**config.mk**
```make
export PLATFORM = sky130hd
export DESIGN_NAME = hbd_host_port
export DESIGN_NICKNAME = d
export VERILOG_FILES = /design/src/pkg/hbd_pkg.sv /design/src/verilog/hbd_fifo.sv /design/src/verilog/hbd_host_port.sv
export VERILOG_INCLUDE_DIRS = /design/src /design/src/pkg
export SDC_FILE = /design/constraint.sdc
export NUM_CORES = 1
export LEC_CHECK = 0
export BUFFER_PORTS_ARGS = -buffer_cell sky130_fd_sc_hd__buf_2
export CAP_MARGIN = 0
export CORE_MARGIN = 2
export CORE_UTILIZATION = 60
export CTS_CLUSTER_DIAMETER = 60
export DETAILED_ROUTE_END_ITERATION = 7
export GPL_ROUTABILITY_DRIVEN = 0
export HOLD_SLACK_MARGIN = 0.08
export PLACE_DENSITY = 0.9
export SLEW_MARGIN = 20
export SYNTH_ARGS = -nofsm -noshare
export SYNTH_HDL_FRONTEND = slang
export SYNTH_SLANG_ARGS = --single-unit
export TNS_END_PERCENT = 1
```
**constraint.sdc**
```tcl
create_clock -name clk_in -period 2.95 [get_ports clk_in]
set_input_delay 0.1475 -clock clk_in [delete_from_list [all_inputs] [get_ports clk_in]]
set_output_delay 0.1475 -clock clk_in [all_outputs]
set_load 0.03 [all_outputs]
```
**src/pkg/hbd_consts.svh**
```systemverilog
`ifndef HBD_CONSTS_SVH
`define HBD_CONSTS_SVH
// register offsets (byte addresses on the 16-bit cpu bus)
`define HBD_PINCFG_OFS     7'h0e
`define HBD_DMA0_OFS       7'h10
`define HBD_DMA1_OFS       7'h12
`define HBD_FIFO_PORT0_OFS 7'h18
`define HBD_FIFO_PORT1_OFS 7'h1c
// field positions
`define HBD_DRV_BIT        15
`define HBD_IRQPOL_BIT     0
`define HBD_REQPOL_BIT     14
`define HBD_BURST_BIT      13
`define HBD_ACKPOL_BIT     10
`define HBD_FORM_HI        9
`define HBD_FORM_LO        7
// writable masks, unassigned bits read zero
`define HBD_PINCFG_MASK    16'h8001
`define HBD_DMA_MASK       16'h6780
`define HBD_RESET_VAL      16'h0000
// transfer-signal codes
`define HBD_FORM_ADDR      3'h0
`define HBD_FORM_ACK_STB   3'h2
`define HBD_FORM_ACK_ONLY  3'h3
`define HBD_FORM_SPLIT     3'h4
// buffer
`define HBD_FIFO_DEPTH     8
`define HBD_FIFO_AW        3
`endif

```
**src/pkg/hbd_pkg.sv**
```systemverilog
package hbd_pkg;
   typedef struct packed {
      logic        req_pol;
      logic        burst;
      logic        ack_pol;
      logic [2:0]  form;
   } hbd_dma_cfg_t;

   typedef struct packed {
      logic        cs_n;
      logic        rd_n;
      logic        wr_n;
      logic [6:0]  addr;
      logic [15:0] wdata;
   } hbd_cpu_bus_t;

   typedef enum logic [2:0] {
      HBD_IDLE  = 3'b001,
      HBD_REQ   = 3'b010,
      HBD_GAP   = 3'b100
   } hbd_req_state_t;
endpackage

```
**src/verilog/hbd_fifo.sv**
```systemverilog
`timescale 1ns/100ps
module hbd_fifo #(
   parameter int WIDTH = 16,
   parameter int DEPTH = 8,
   parameter int AW    = 3
) (
   input  wire logic             clk_in,
   input  wire logic             rstn_in,
   input  wire logic             in_valid_in,
   output logic                  in_ready_out,
   input  wire logic [WIDTH-1:0] in_data_in,
   output logic                  out_valid_out,
   input  wire logic             out_ready_in,
   output logic [WIDTH-1:0]      out_data_out,
   output logic [AW:0]           level_out
);
   // storage kept outside the state struct, no reset needed for data
   logic [WIDTH-1:0] mem [DEPTH];

   typedef struct packed {
      logic [AW-1:0] wp;
      logic [AW-1:0] rp;
      logic [AW:0]   cnt;
   } hbd_fifo_st_t;

   hbd_fifo_st_t st_ff, nxt_st;
   logic push, pop;

   assign push          = in_valid_in && in_ready_out;
   assign pop           = out_valid_out && out_ready_in;
   assign in_ready_out  = (st_ff.cnt != (AW+1)'(DEPTH));
   assign out_valid_out = (st_ff.cnt != '0);
   assign out_data_out  = mem[st_ff.rp];
   assign level_out     = st_ff.cnt;

   // pointer and count update
   always_comb begin
      nxt_st = st_ff;
      if (push) begin
         nxt_st.wp = st_ff.wp + 1'b1;
      end
      if (pop) begin
         nxt_st.rp = st_ff.rp + 1'b1;
      end
      nxt_st.cnt = st_ff.cnt + (AW+1)'(push) - (AW+1)'(pop);
   end

   always_ff @(posedge clk_in or negedge rstn_in) begin
      if (!rstn_in) begin
         st_ff <= '0;
      end else begin
         st_ff <= nxt_st;
      end
   end

   // write port
   always_ff @(posedge clk_in) begin
      if (push) begin
         mem[st_ff.wp] <= in_data_in;
      end
   end
endmodule

```
**src/verilog/hbd_host_port.sv**
```systemverilog
`timescale 1ns/100ps
`include "hbd_consts.svh"
// Functional notes
// - drive-strength select bit steers drive current of host-facing outputs.
// - interrupt output polarity follows the interrupt polarity bit.
// - two independent dma config registers, one per channel and fifo port.
// - burst bit 13: 0 cycle-steal, 1 burst.
// - transfer-signal field bits 9..7 picks which signals qualify fifo accesses.
// - code 000: fifo port address plus read/write strobe on cpu bus; only the read strobe qualifies here.
// - code 010: acknowledge plus read/write strobe, address ignored; only the read strobe qualifies here.
// - code 011: acknowledge alone qualifies access on cpu bus.
// - code 100: access on 8-bit split bus qualified by acknowledge.
// - request output active level set by request polarity bit, 0 low.
// - acknowledge input active level set by acknowledge polarity bit, 0 low.
// - cycle-steal: request drops for every single word accessed.
// - burst: request held until the last buffered word is accessed.
module hbd_host_port (
   input  wire logic                  clk_in,
   input  wire logic                  rstn_in,
   input  wire hbd_pkg::hbd_cpu_bus_t cpu_in,
   output logic [15:0]                rdata_out,
   input  wire logic [1:0]            dma_acknowledge_in,
   input  wire logic [7:0]            split_data_bus_in,
   input  wire logic                  split_rd_n_in,
   input  wire logic                  irq_event_in,
   input  wire logic [1:0]            fill_valid_in,
   output logic [1:0]                 fill_ready_out,
   input  wire logic [15:0]           fill_data_in,
   output logic [1:0]                 dma_request_out,
   output logic                       irq_out,
   output logic                       drive_strength_out,
   output logic [1:0]                 fifo_strobe_out,
   output logic [15:0]                drain_data_out
);
   import hbd_pkg::*;

   // whole block state in one struct
   typedef struct packed {
      logic                 drv;
      logic                 irq_pol;
      hbd_dma_cfg_t [1:0]   cfg;
      hbd_req_state_t [1:0] rs;
      logic [1:0]           req;
      logic                 irq;
      logic [15:0]          rdata;
      logic [1:0]           stb;
      logic [15:0]          ddata;
      logic [1:0]           ack_d;
      logic [1:0]           rd_d;
   } hbd_st_t;

   hbd_st_t st_ff, nxt_st;

   logic [1:0]  ack_act;
   logic [1:0]  access;
   logic [1:0]  f_valid;
   logic [15:0] f_data [2];
   logic [3:0]  f_level [2];
   logic        cpu_rd, cpu_wr;

   assign cpu_rd = !cpu_in.cs_n && !cpu_in.rd_n;
   assign cpu_wr = !cpu_in.cs_n && !cpu_in.wr_n;

   // per channel: polarity, access qualification and buffer
   for (genvar c = 0; c < 2; c++) begin : g_ch
      logic [6:0] port_ofs;
      logic       strobe;
      logic       fresh;
      assign port_ofs = (c == 0) ? `HBD_FIFO_PORT0_OFS : `HBD_FIFO_PORT1_OFS;
      assign ack_act[c] = dma_acknowledge_in[c] ~^ st_ff.cfg[c].ack_pol;
      // a strobe is taken once, on its leading edge
      assign strobe = cpu_rd && !st_ff.rd_d[c];
      assign fresh  = ack_act[c] && !st_ff.ack_d[c];
      always_comb begin
         case (st_ff.cfg[c].form)
            `HBD_FORM_ADDR:     access[c] = strobe && cpu_in.addr == port_ofs;
            `HBD_FORM_ACK_STB:  access[c] = strobe && ack_act[c];
            `HBD_FORM_ACK_ONLY: access[c] = fresh;
            `HBD_FORM_SPLIT:    access[c] = ack_act[c] && !split_rd_n_in
                                            && !st_ff.rd_d[c];
            default:            access[c] = 1'b0; // reserved codes never move data
         endcase
      end
      hbd_fifo #(
         .WIDTH (16),
         .DEPTH (`HBD_FIFO_DEPTH),
         .AW    (`HBD_FIFO_AW)
      ) u_fifo (
         .clk_in        (clk_in),
         .rstn_in       (rstn_in),
         .in_valid_in   (fill_valid_in[c]),
         .in_ready_out  (fill_ready_out[c]),
         .in_data_in    (fill_data_in),
         .out_valid_out (f_valid[c]),
         .out_ready_in  (access[c]),
         .out_data_out  (f_data[c]),
         .level_out     (f_level[c])
      );
   end

   // register access, request sequencing and pin levels
   always_comb begin
      nxt_st = st_ff;
      nxt_st.ack_d = ack_act;
      for (int c = 0; c < 2; c++) begin
         nxt_st.rd_d[c] = (st_ff.cfg[c].form == `HBD_FORM_SPLIT) ? !split_rd_n_in : cpu_rd;
      end
      // writes: only documented fields store, rest reads zero
      if (cpu_wr) begin
         case (cpu_in.addr)
            `HBD_PINCFG_OFS: begin
               nxt_st.drv     = cpu_in.wdata[`HBD_DRV_BIT];
               nxt_st.irq_pol = cpu_in.wdata[`HBD_IRQPOL_BIT];
            end
            `HBD_DMA0_OFS, `HBD_DMA1_OFS: begin
               for (int c = 0; c < 2; c++) begin
                  if (cpu_in.addr == ((c == 0) ? `HBD_DMA0_OFS : `HBD_DMA1_OFS)) begin
                     nxt_st.cfg[c].req_pol = cpu_in.wdata[`HBD_REQPOL_BIT];
                     nxt_st.cfg[c].burst   = cpu_in.wdata[`HBD_BURST_BIT];
                     nxt_st.cfg[c].ack_pol = cpu_in.wdata[`HBD_ACKPOL_BIT];
                     nxt_st.cfg[c].form    = cpu_in.wdata[`HBD_FORM_HI:`HBD_FORM_LO];
                  end
               end
            end
            default: ;
         endcase
      end
      // reads: unmapped and unassigned bits give zero
      nxt_st.rdata = `HBD_RESET_VAL;
      if (cpu_rd) begin
         case (cpu_in.addr)
            `HBD_PINCFG_OFS: begin
               nxt_st.rdata[`HBD_DRV_BIT]    = st_ff.drv;
               nxt_st.rdata[`HBD_IRQPOL_BIT] = st_ff.irq_pol;
            end
            `HBD_DMA0_OFS, `HBD_DMA1_OFS: begin
               for (int c = 0; c < 2; c++) begin
                  if (cpu_in.addr == ((c == 0) ? `HBD_DMA0_OFS : `HBD_DMA1_OFS)) begin
                     nxt_st.rdata[`HBD_REQPOL_BIT] = st_ff.cfg[c].req_pol;
                     nxt_st.rdata[`HBD_BURST_BIT]  = st_ff.cfg[c].burst;
                     nxt_st.rdata[`HBD_ACKPOL_BIT] = st_ff.cfg[c].ack_pol;
                     nxt_st.rdata[`HBD_FORM_HI:`HBD_FORM_LO] = st_ff.cfg[c].form;
                  end
               end
            end
            `HBD_FIFO_PORT0_OFS: if (st_ff.cfg[0].form == `HBD_FORM_ADDR) begin
               nxt_st.rdata = f_data[0];
            end
            `HBD_FIFO_PORT1_OFS: if (st_ff.cfg[1].form == `HBD_FORM_ADDR) begin
               nxt_st.rdata = f_data[1];
            end
            default: ;
         endcase
      end
      // request machine per channel
      nxt_st.stb = access;
      for (int c = 0; c < 2; c++) begin
         if (access[c]) begin
            nxt_st.ddata = (st_ff.cfg[c].form == `HBD_FORM_SPLIT) ?
                           {8'h00, f_data[c][7:0]} : f_data[c];
         end
         case (st_ff.rs[c])
            HBD_IDLE: if (f_valid[c]) begin
               nxt_st.rs[c] = HBD_REQ;
            end
            HBD_REQ: if (access[c]) begin
               // cycle-steal drops per word, burst only on the last one
               if (!st_ff.cfg[c].burst || f_level[c] == 4'h1) begin
                  nxt_st.rs[c] = HBD_GAP;
               end
            end
            HBD_GAP: if (!ack_act[c]) begin
               nxt_st.rs[c] = HBD_IDLE;
            end
            default: nxt_st.rs[c] = HBD_IDLE;
         endcase
         // polarity applied from the next config, so a change lands in the same cycle as the register write
         nxt_st.req[c] = (nxt_st.rs[c] == HBD_REQ) ~^ nxt_st.cfg[c].req_pol;
      end
      nxt_st.irq = irq_event_in ~^ nxt_st.irq_pol;
   end

   always_ff @(posedge clk_in or negedge rstn_in) begin
      if (!rstn_in) begin
         st_ff       <= '0;
         st_ff.rs[0] <= HBD_IDLE;
         st_ff.rs[1] <= HBD_IDLE;
         st_ff.req   <= 2'h3; // low-active inactive level
         st_ff.irq   <= 1'b1;
      end else begin
         st_ff <= nxt_st;
      end
   end

   assign rdata_out          = st_ff.rdata;
   assign dma_request_out    = st_ff.req;
   assign irq_out            = st_ff.irq;
   assign drive_strength_out = st_ff.drv;
   assign fifo_strobe_out    = st_ff.stb;
   assign drain_data_out     = st_ff.ddata;
endmodule
```
==> impl_metrics.toml <==
[floorplanning]
die_x_um = 156
die_y_um = 156
rows = 55
initial_utilization_pct = 61.2
die_area_mm2 = 0.0243
io_pins = 98
core-area_mm2 = 0.0226

[run_status]
status = "finished, final reports clean"

[yosys]
synthCells = 821
ys_warn_count = 0
mappedNetlistArea_mm2 = 0.0139
synth_nets = 897
ys_ff_latch = 337
ys.flop_type = "edfxtp_1"
synth.distinct_cells = 52
synth_edf_count = 256
syn_avg_cell_area_um2 = 16.9
ys_seq_area_share_pct = 70.1
synthArstFlopShare_pct = 24.0

[pwr]
clkPwrFrac_pct = 28.2
power_frac_comb_pct = 25.5
peakVddDrop_v = 0.000655
total_power_mw = 14.2
p_leak_nw = 5.94
p_sw_share_pct = 30.5
p_sw_mw = 4.33
p_int_mw = 9.87
seqPwrFrac_pct = 46.3
power_density_mw_per_mm2 = 891

[timing]
finalCritPeriodShare_pct = 90.6
final-max-slew-violation-count = 0
fmax_mhz = 374
max-slew-margin-rel_pct = 44.9
hold_viol = 0
rsz0062_at_grt = "false"
period_minus_slack_ns = 2.67
skew_ns = 0.0213
fin_tns_setup_ns = 0
worst_pin_slew_ns = 0.826
setup-violations-final = 0

[worst_setup_path]
crit_type = "reg2reg"
cp-end-kind = "flip-flop"
crit_path_top_delay_cell = "or3b_4"
worstPathArrival_ns = 3.11
start_kind = "flip-flop"
cp_max_fo = 11
crit_buf_inv = 1
max_stage_delay_ns = 0.50
worstPathCellList = "or3b_4, nor3_1, a21oi_1, a2bb2oi_4, a21oi_4, ha_1, inv_1, ha_1, a21o_1, a21oi_1, xor2_1"
cp_top_family = "compound AO/OA/AOI/OAI gates"
cp.depth = 11
r2r_cells = 11
crit_required_ns = 3.39

[cells_and_area]
fillCellCount = 1328
fin_nets = 1022
regArea_mm2 = 0.00972
syn_to_final_growth_pct = 14.9
diodes = 0
multi_input_area_mm2 = 0.00363
drive_gt1_share_pct = 29.2
fin_area_mm2 = 0.0159
utilization_pct = 70.4

[routing]
avgViaCountPerCell = 6.25
drc = 0
final_antenna_net_count = 0
num_vias = 7859
drt_wl_total_um = 31100
drt-pass1-iter-count = 5
drt_iter0_markers = 804
avgRoutedWirePerCell_um = 24.7

[placed_design]
post-dp-hpwl_um = 19100
portBuffers = 81
dpl_cell_area_mm2 = 0.0146

[worst_hold_path]
hold_depth = 4
min_path_type = "in2reg"

[clocking]
numCtsBuffers = 34
clockBufferDepth = 3
cts_tree = "yes"
h-tree-depth = 2
root_buffer = "clkbuf_16"
worstSkewPairLatency_ns = 0.53
clkTransAtPathRegs_ns = 0.06
cts_num_sinks = 337
cts_setup_buffers = 0

[global_routing]
antenna_found_initial = 0
grt_max_degree = 50
grt_first_pass_wirelength_um = 47000
grt_pass1_vias = 8284
gr-total-overflow = 0
grt_use_total_pct = 26.3

[job]
cap_violations = 0
cell families (layout without fill, tap and decap cells):
| family | Yosys count | in the layout | share of synthesized area (%) |
|---|---|---|---|
| and+or+nand+nor | 149 | 149 | 5.27 |
| buffers and inverters | 99 | 250 | 3.90 |
| AOI/OAI and AO/OA | 80 | 80 | 3.83 |
| adders and majority gates | 18 | 18 | 1.73 |
| xor gates and xnor gates | 17 | 17 | 1.07 |
| DFF | 337 | 337 | 70.1 |
| muxes | 121 | 121 | 14.1 |
worst paths after layout:
check | startpoint | to | slack [ns]
min | cpu_in[23] | st_ff[59] | 0.09
min in group asynchronous | rstn_in | g_ch[1].u_fifo.st_ff[8] | 0.21
max in group asynchronous | rstn_in | st_ff[41] | 1.97
max reg2reg | st_ff[54] | g_ch[1].u_fifo.level_out[3] | 0.28
max | st_ff[54] | g_ch[1].u_fifo.level_out[3] | 0.28
min reg2reg | st_ff[46] | st_ff[44] | 0.49
layout by cell type, fill, tap and decap left out, types with 10 or more instances in the layout:
| cell type | Yosys | final |
|---|---|---|
| a21oi_1 | 29 | 29 |
| buf_2 | 12 | 80 |
| buf_4 | 41 | 46 |
| clkbuf_16 | 0 | 35 |
| dfrtp_1 | 76 | 74 |
| dlygate4sd3_1 | 0 | 34 |
| edfxtp_1 | 256 | 256 |
| ha_1 | 16 | 16 |
| inv_1 | 25 | 25 |
| mux2_2 | 34 | 34 |
| mux2i_1 | 31 | 31 |
| mux4_2 | 56 | 56 |
| nand2_1 | 47 | 47 |
| nand2b_1 | 11 | 11 |
| nand3_1 | 13 | 13 |
| nor2_1 | 46 | 46 |
| o22ai_1 | 14 | 14 |
| xor2_1 | 10 | 10 |
through the flow:
step,hold WS (ns),std cells,setup WS [ns]
floorplan,-0.148,821,0.338
global placement,0.205,1161,0.247
detailed placement,0.215,1161,0.156
CTS,0.0819,1257,0.141
global route,0.103,1257,0.138
finish,0.0918,1257,0.276
layer usage:
layer / part of all wire [%] / routed length, µm / track usage (%) / vias to the layer above
met5: 0 / 0 / 0 / -
met4: 4.2 / 1300 / 12.4 / 0
met3: 8.8 / 2720 / 5.72 / 91
met2: 50 / 15400 / 44.0 / 476
met1: 37 / 11600 / 33.4 / 3946
li1: - / - / - / 3346
cell usage after synthesis (3+ instances only):
cell type | count | share of area [%]
edfxtp_1 | 256 | 55
dfrtp_1 | 76 | 14
mux4_2 | 56 | 9.1
nand2_1 | 47 | 1.3
nor2_1 | 46 | 1.2
buf_4 | 41 | 2.2
mux2_2 | 34 | 2.8
mux2i_1 | 31 | 2.2
a21oi_1 | 29 | 1.0
inv_1 | 25 | 0.68
clkbuf_1 | 17 | 0.46
ha_1 | 16 | 1.4
o22ai_1 | 14 | 0.63
nand3_1 | 13 | 0.47
buf_2 | 12 | 0.43
nand2b_1 | 11 | 0.50
xor2_1 | 10 | 0.63
a22oi_1 | 9 | 0.49
o211ai_1 | 9 | 0.49
nand3b_1 | 8 | 0.43
xnor2_1 | 7 | 0.44
nor3_1 | 6 | 0.22
dfstp_2 | 5 | 0.95
a21o_1 | 4 | 0.22
o21ai_0 | 3 | 0.11
registers in the layout, summed over array words and instances, names as in the netlist:
| name | count |
|---|---|
| g_ch.u_fifo.mem | 256 |
| st_ff | 23 |
| drain_data_out | 16 |
| rdata_out | 16 |
| g_ch.u_fifo.st_ff | 12 |
| g_ch.u_fifo.level_out | 8 |
| dma_request_out | 2 |
| fifo_strobe_out | 2 |
| drive_strength_out | 1 |
| irq_out | 1 |
power by group through the flow:
stage               Clock (mW)  Sequential, mW  Combinational, mW
floorplan                    0            6.31               2.83
global placement             0            6.57               3.37
detailed placement           0            6.63               3.53
CTS                       4.06            6.57               3.64
global route              4.24            6.64               3.90
finish                    4.00            6.57               3.62
final cells by class:
class	instances	area share [%]
Sequential cell	337	61.0
Multi-Input combinational cell	385	22.8
Tap cell	285	2.24
Clock buffer	46	5.88
Timing Repair Buffer	160	6.82
Inverter	28	0.660
Clock inverter	16	0.612
what timing repair did:
item                       in CTS  in global routing
setup endpoints to repair       0                  1
hold endpoints to repair      326                  0
resized for setup               0                  1
hold buffers                   34                  0
worst min-delay path: stages:
cell	delay, ns
buf_2	0.10
nor2_1	0.05
nand2_1	0.09
mux2_2	0.18
Note: power is estimated with default switching activity, not from simulation.
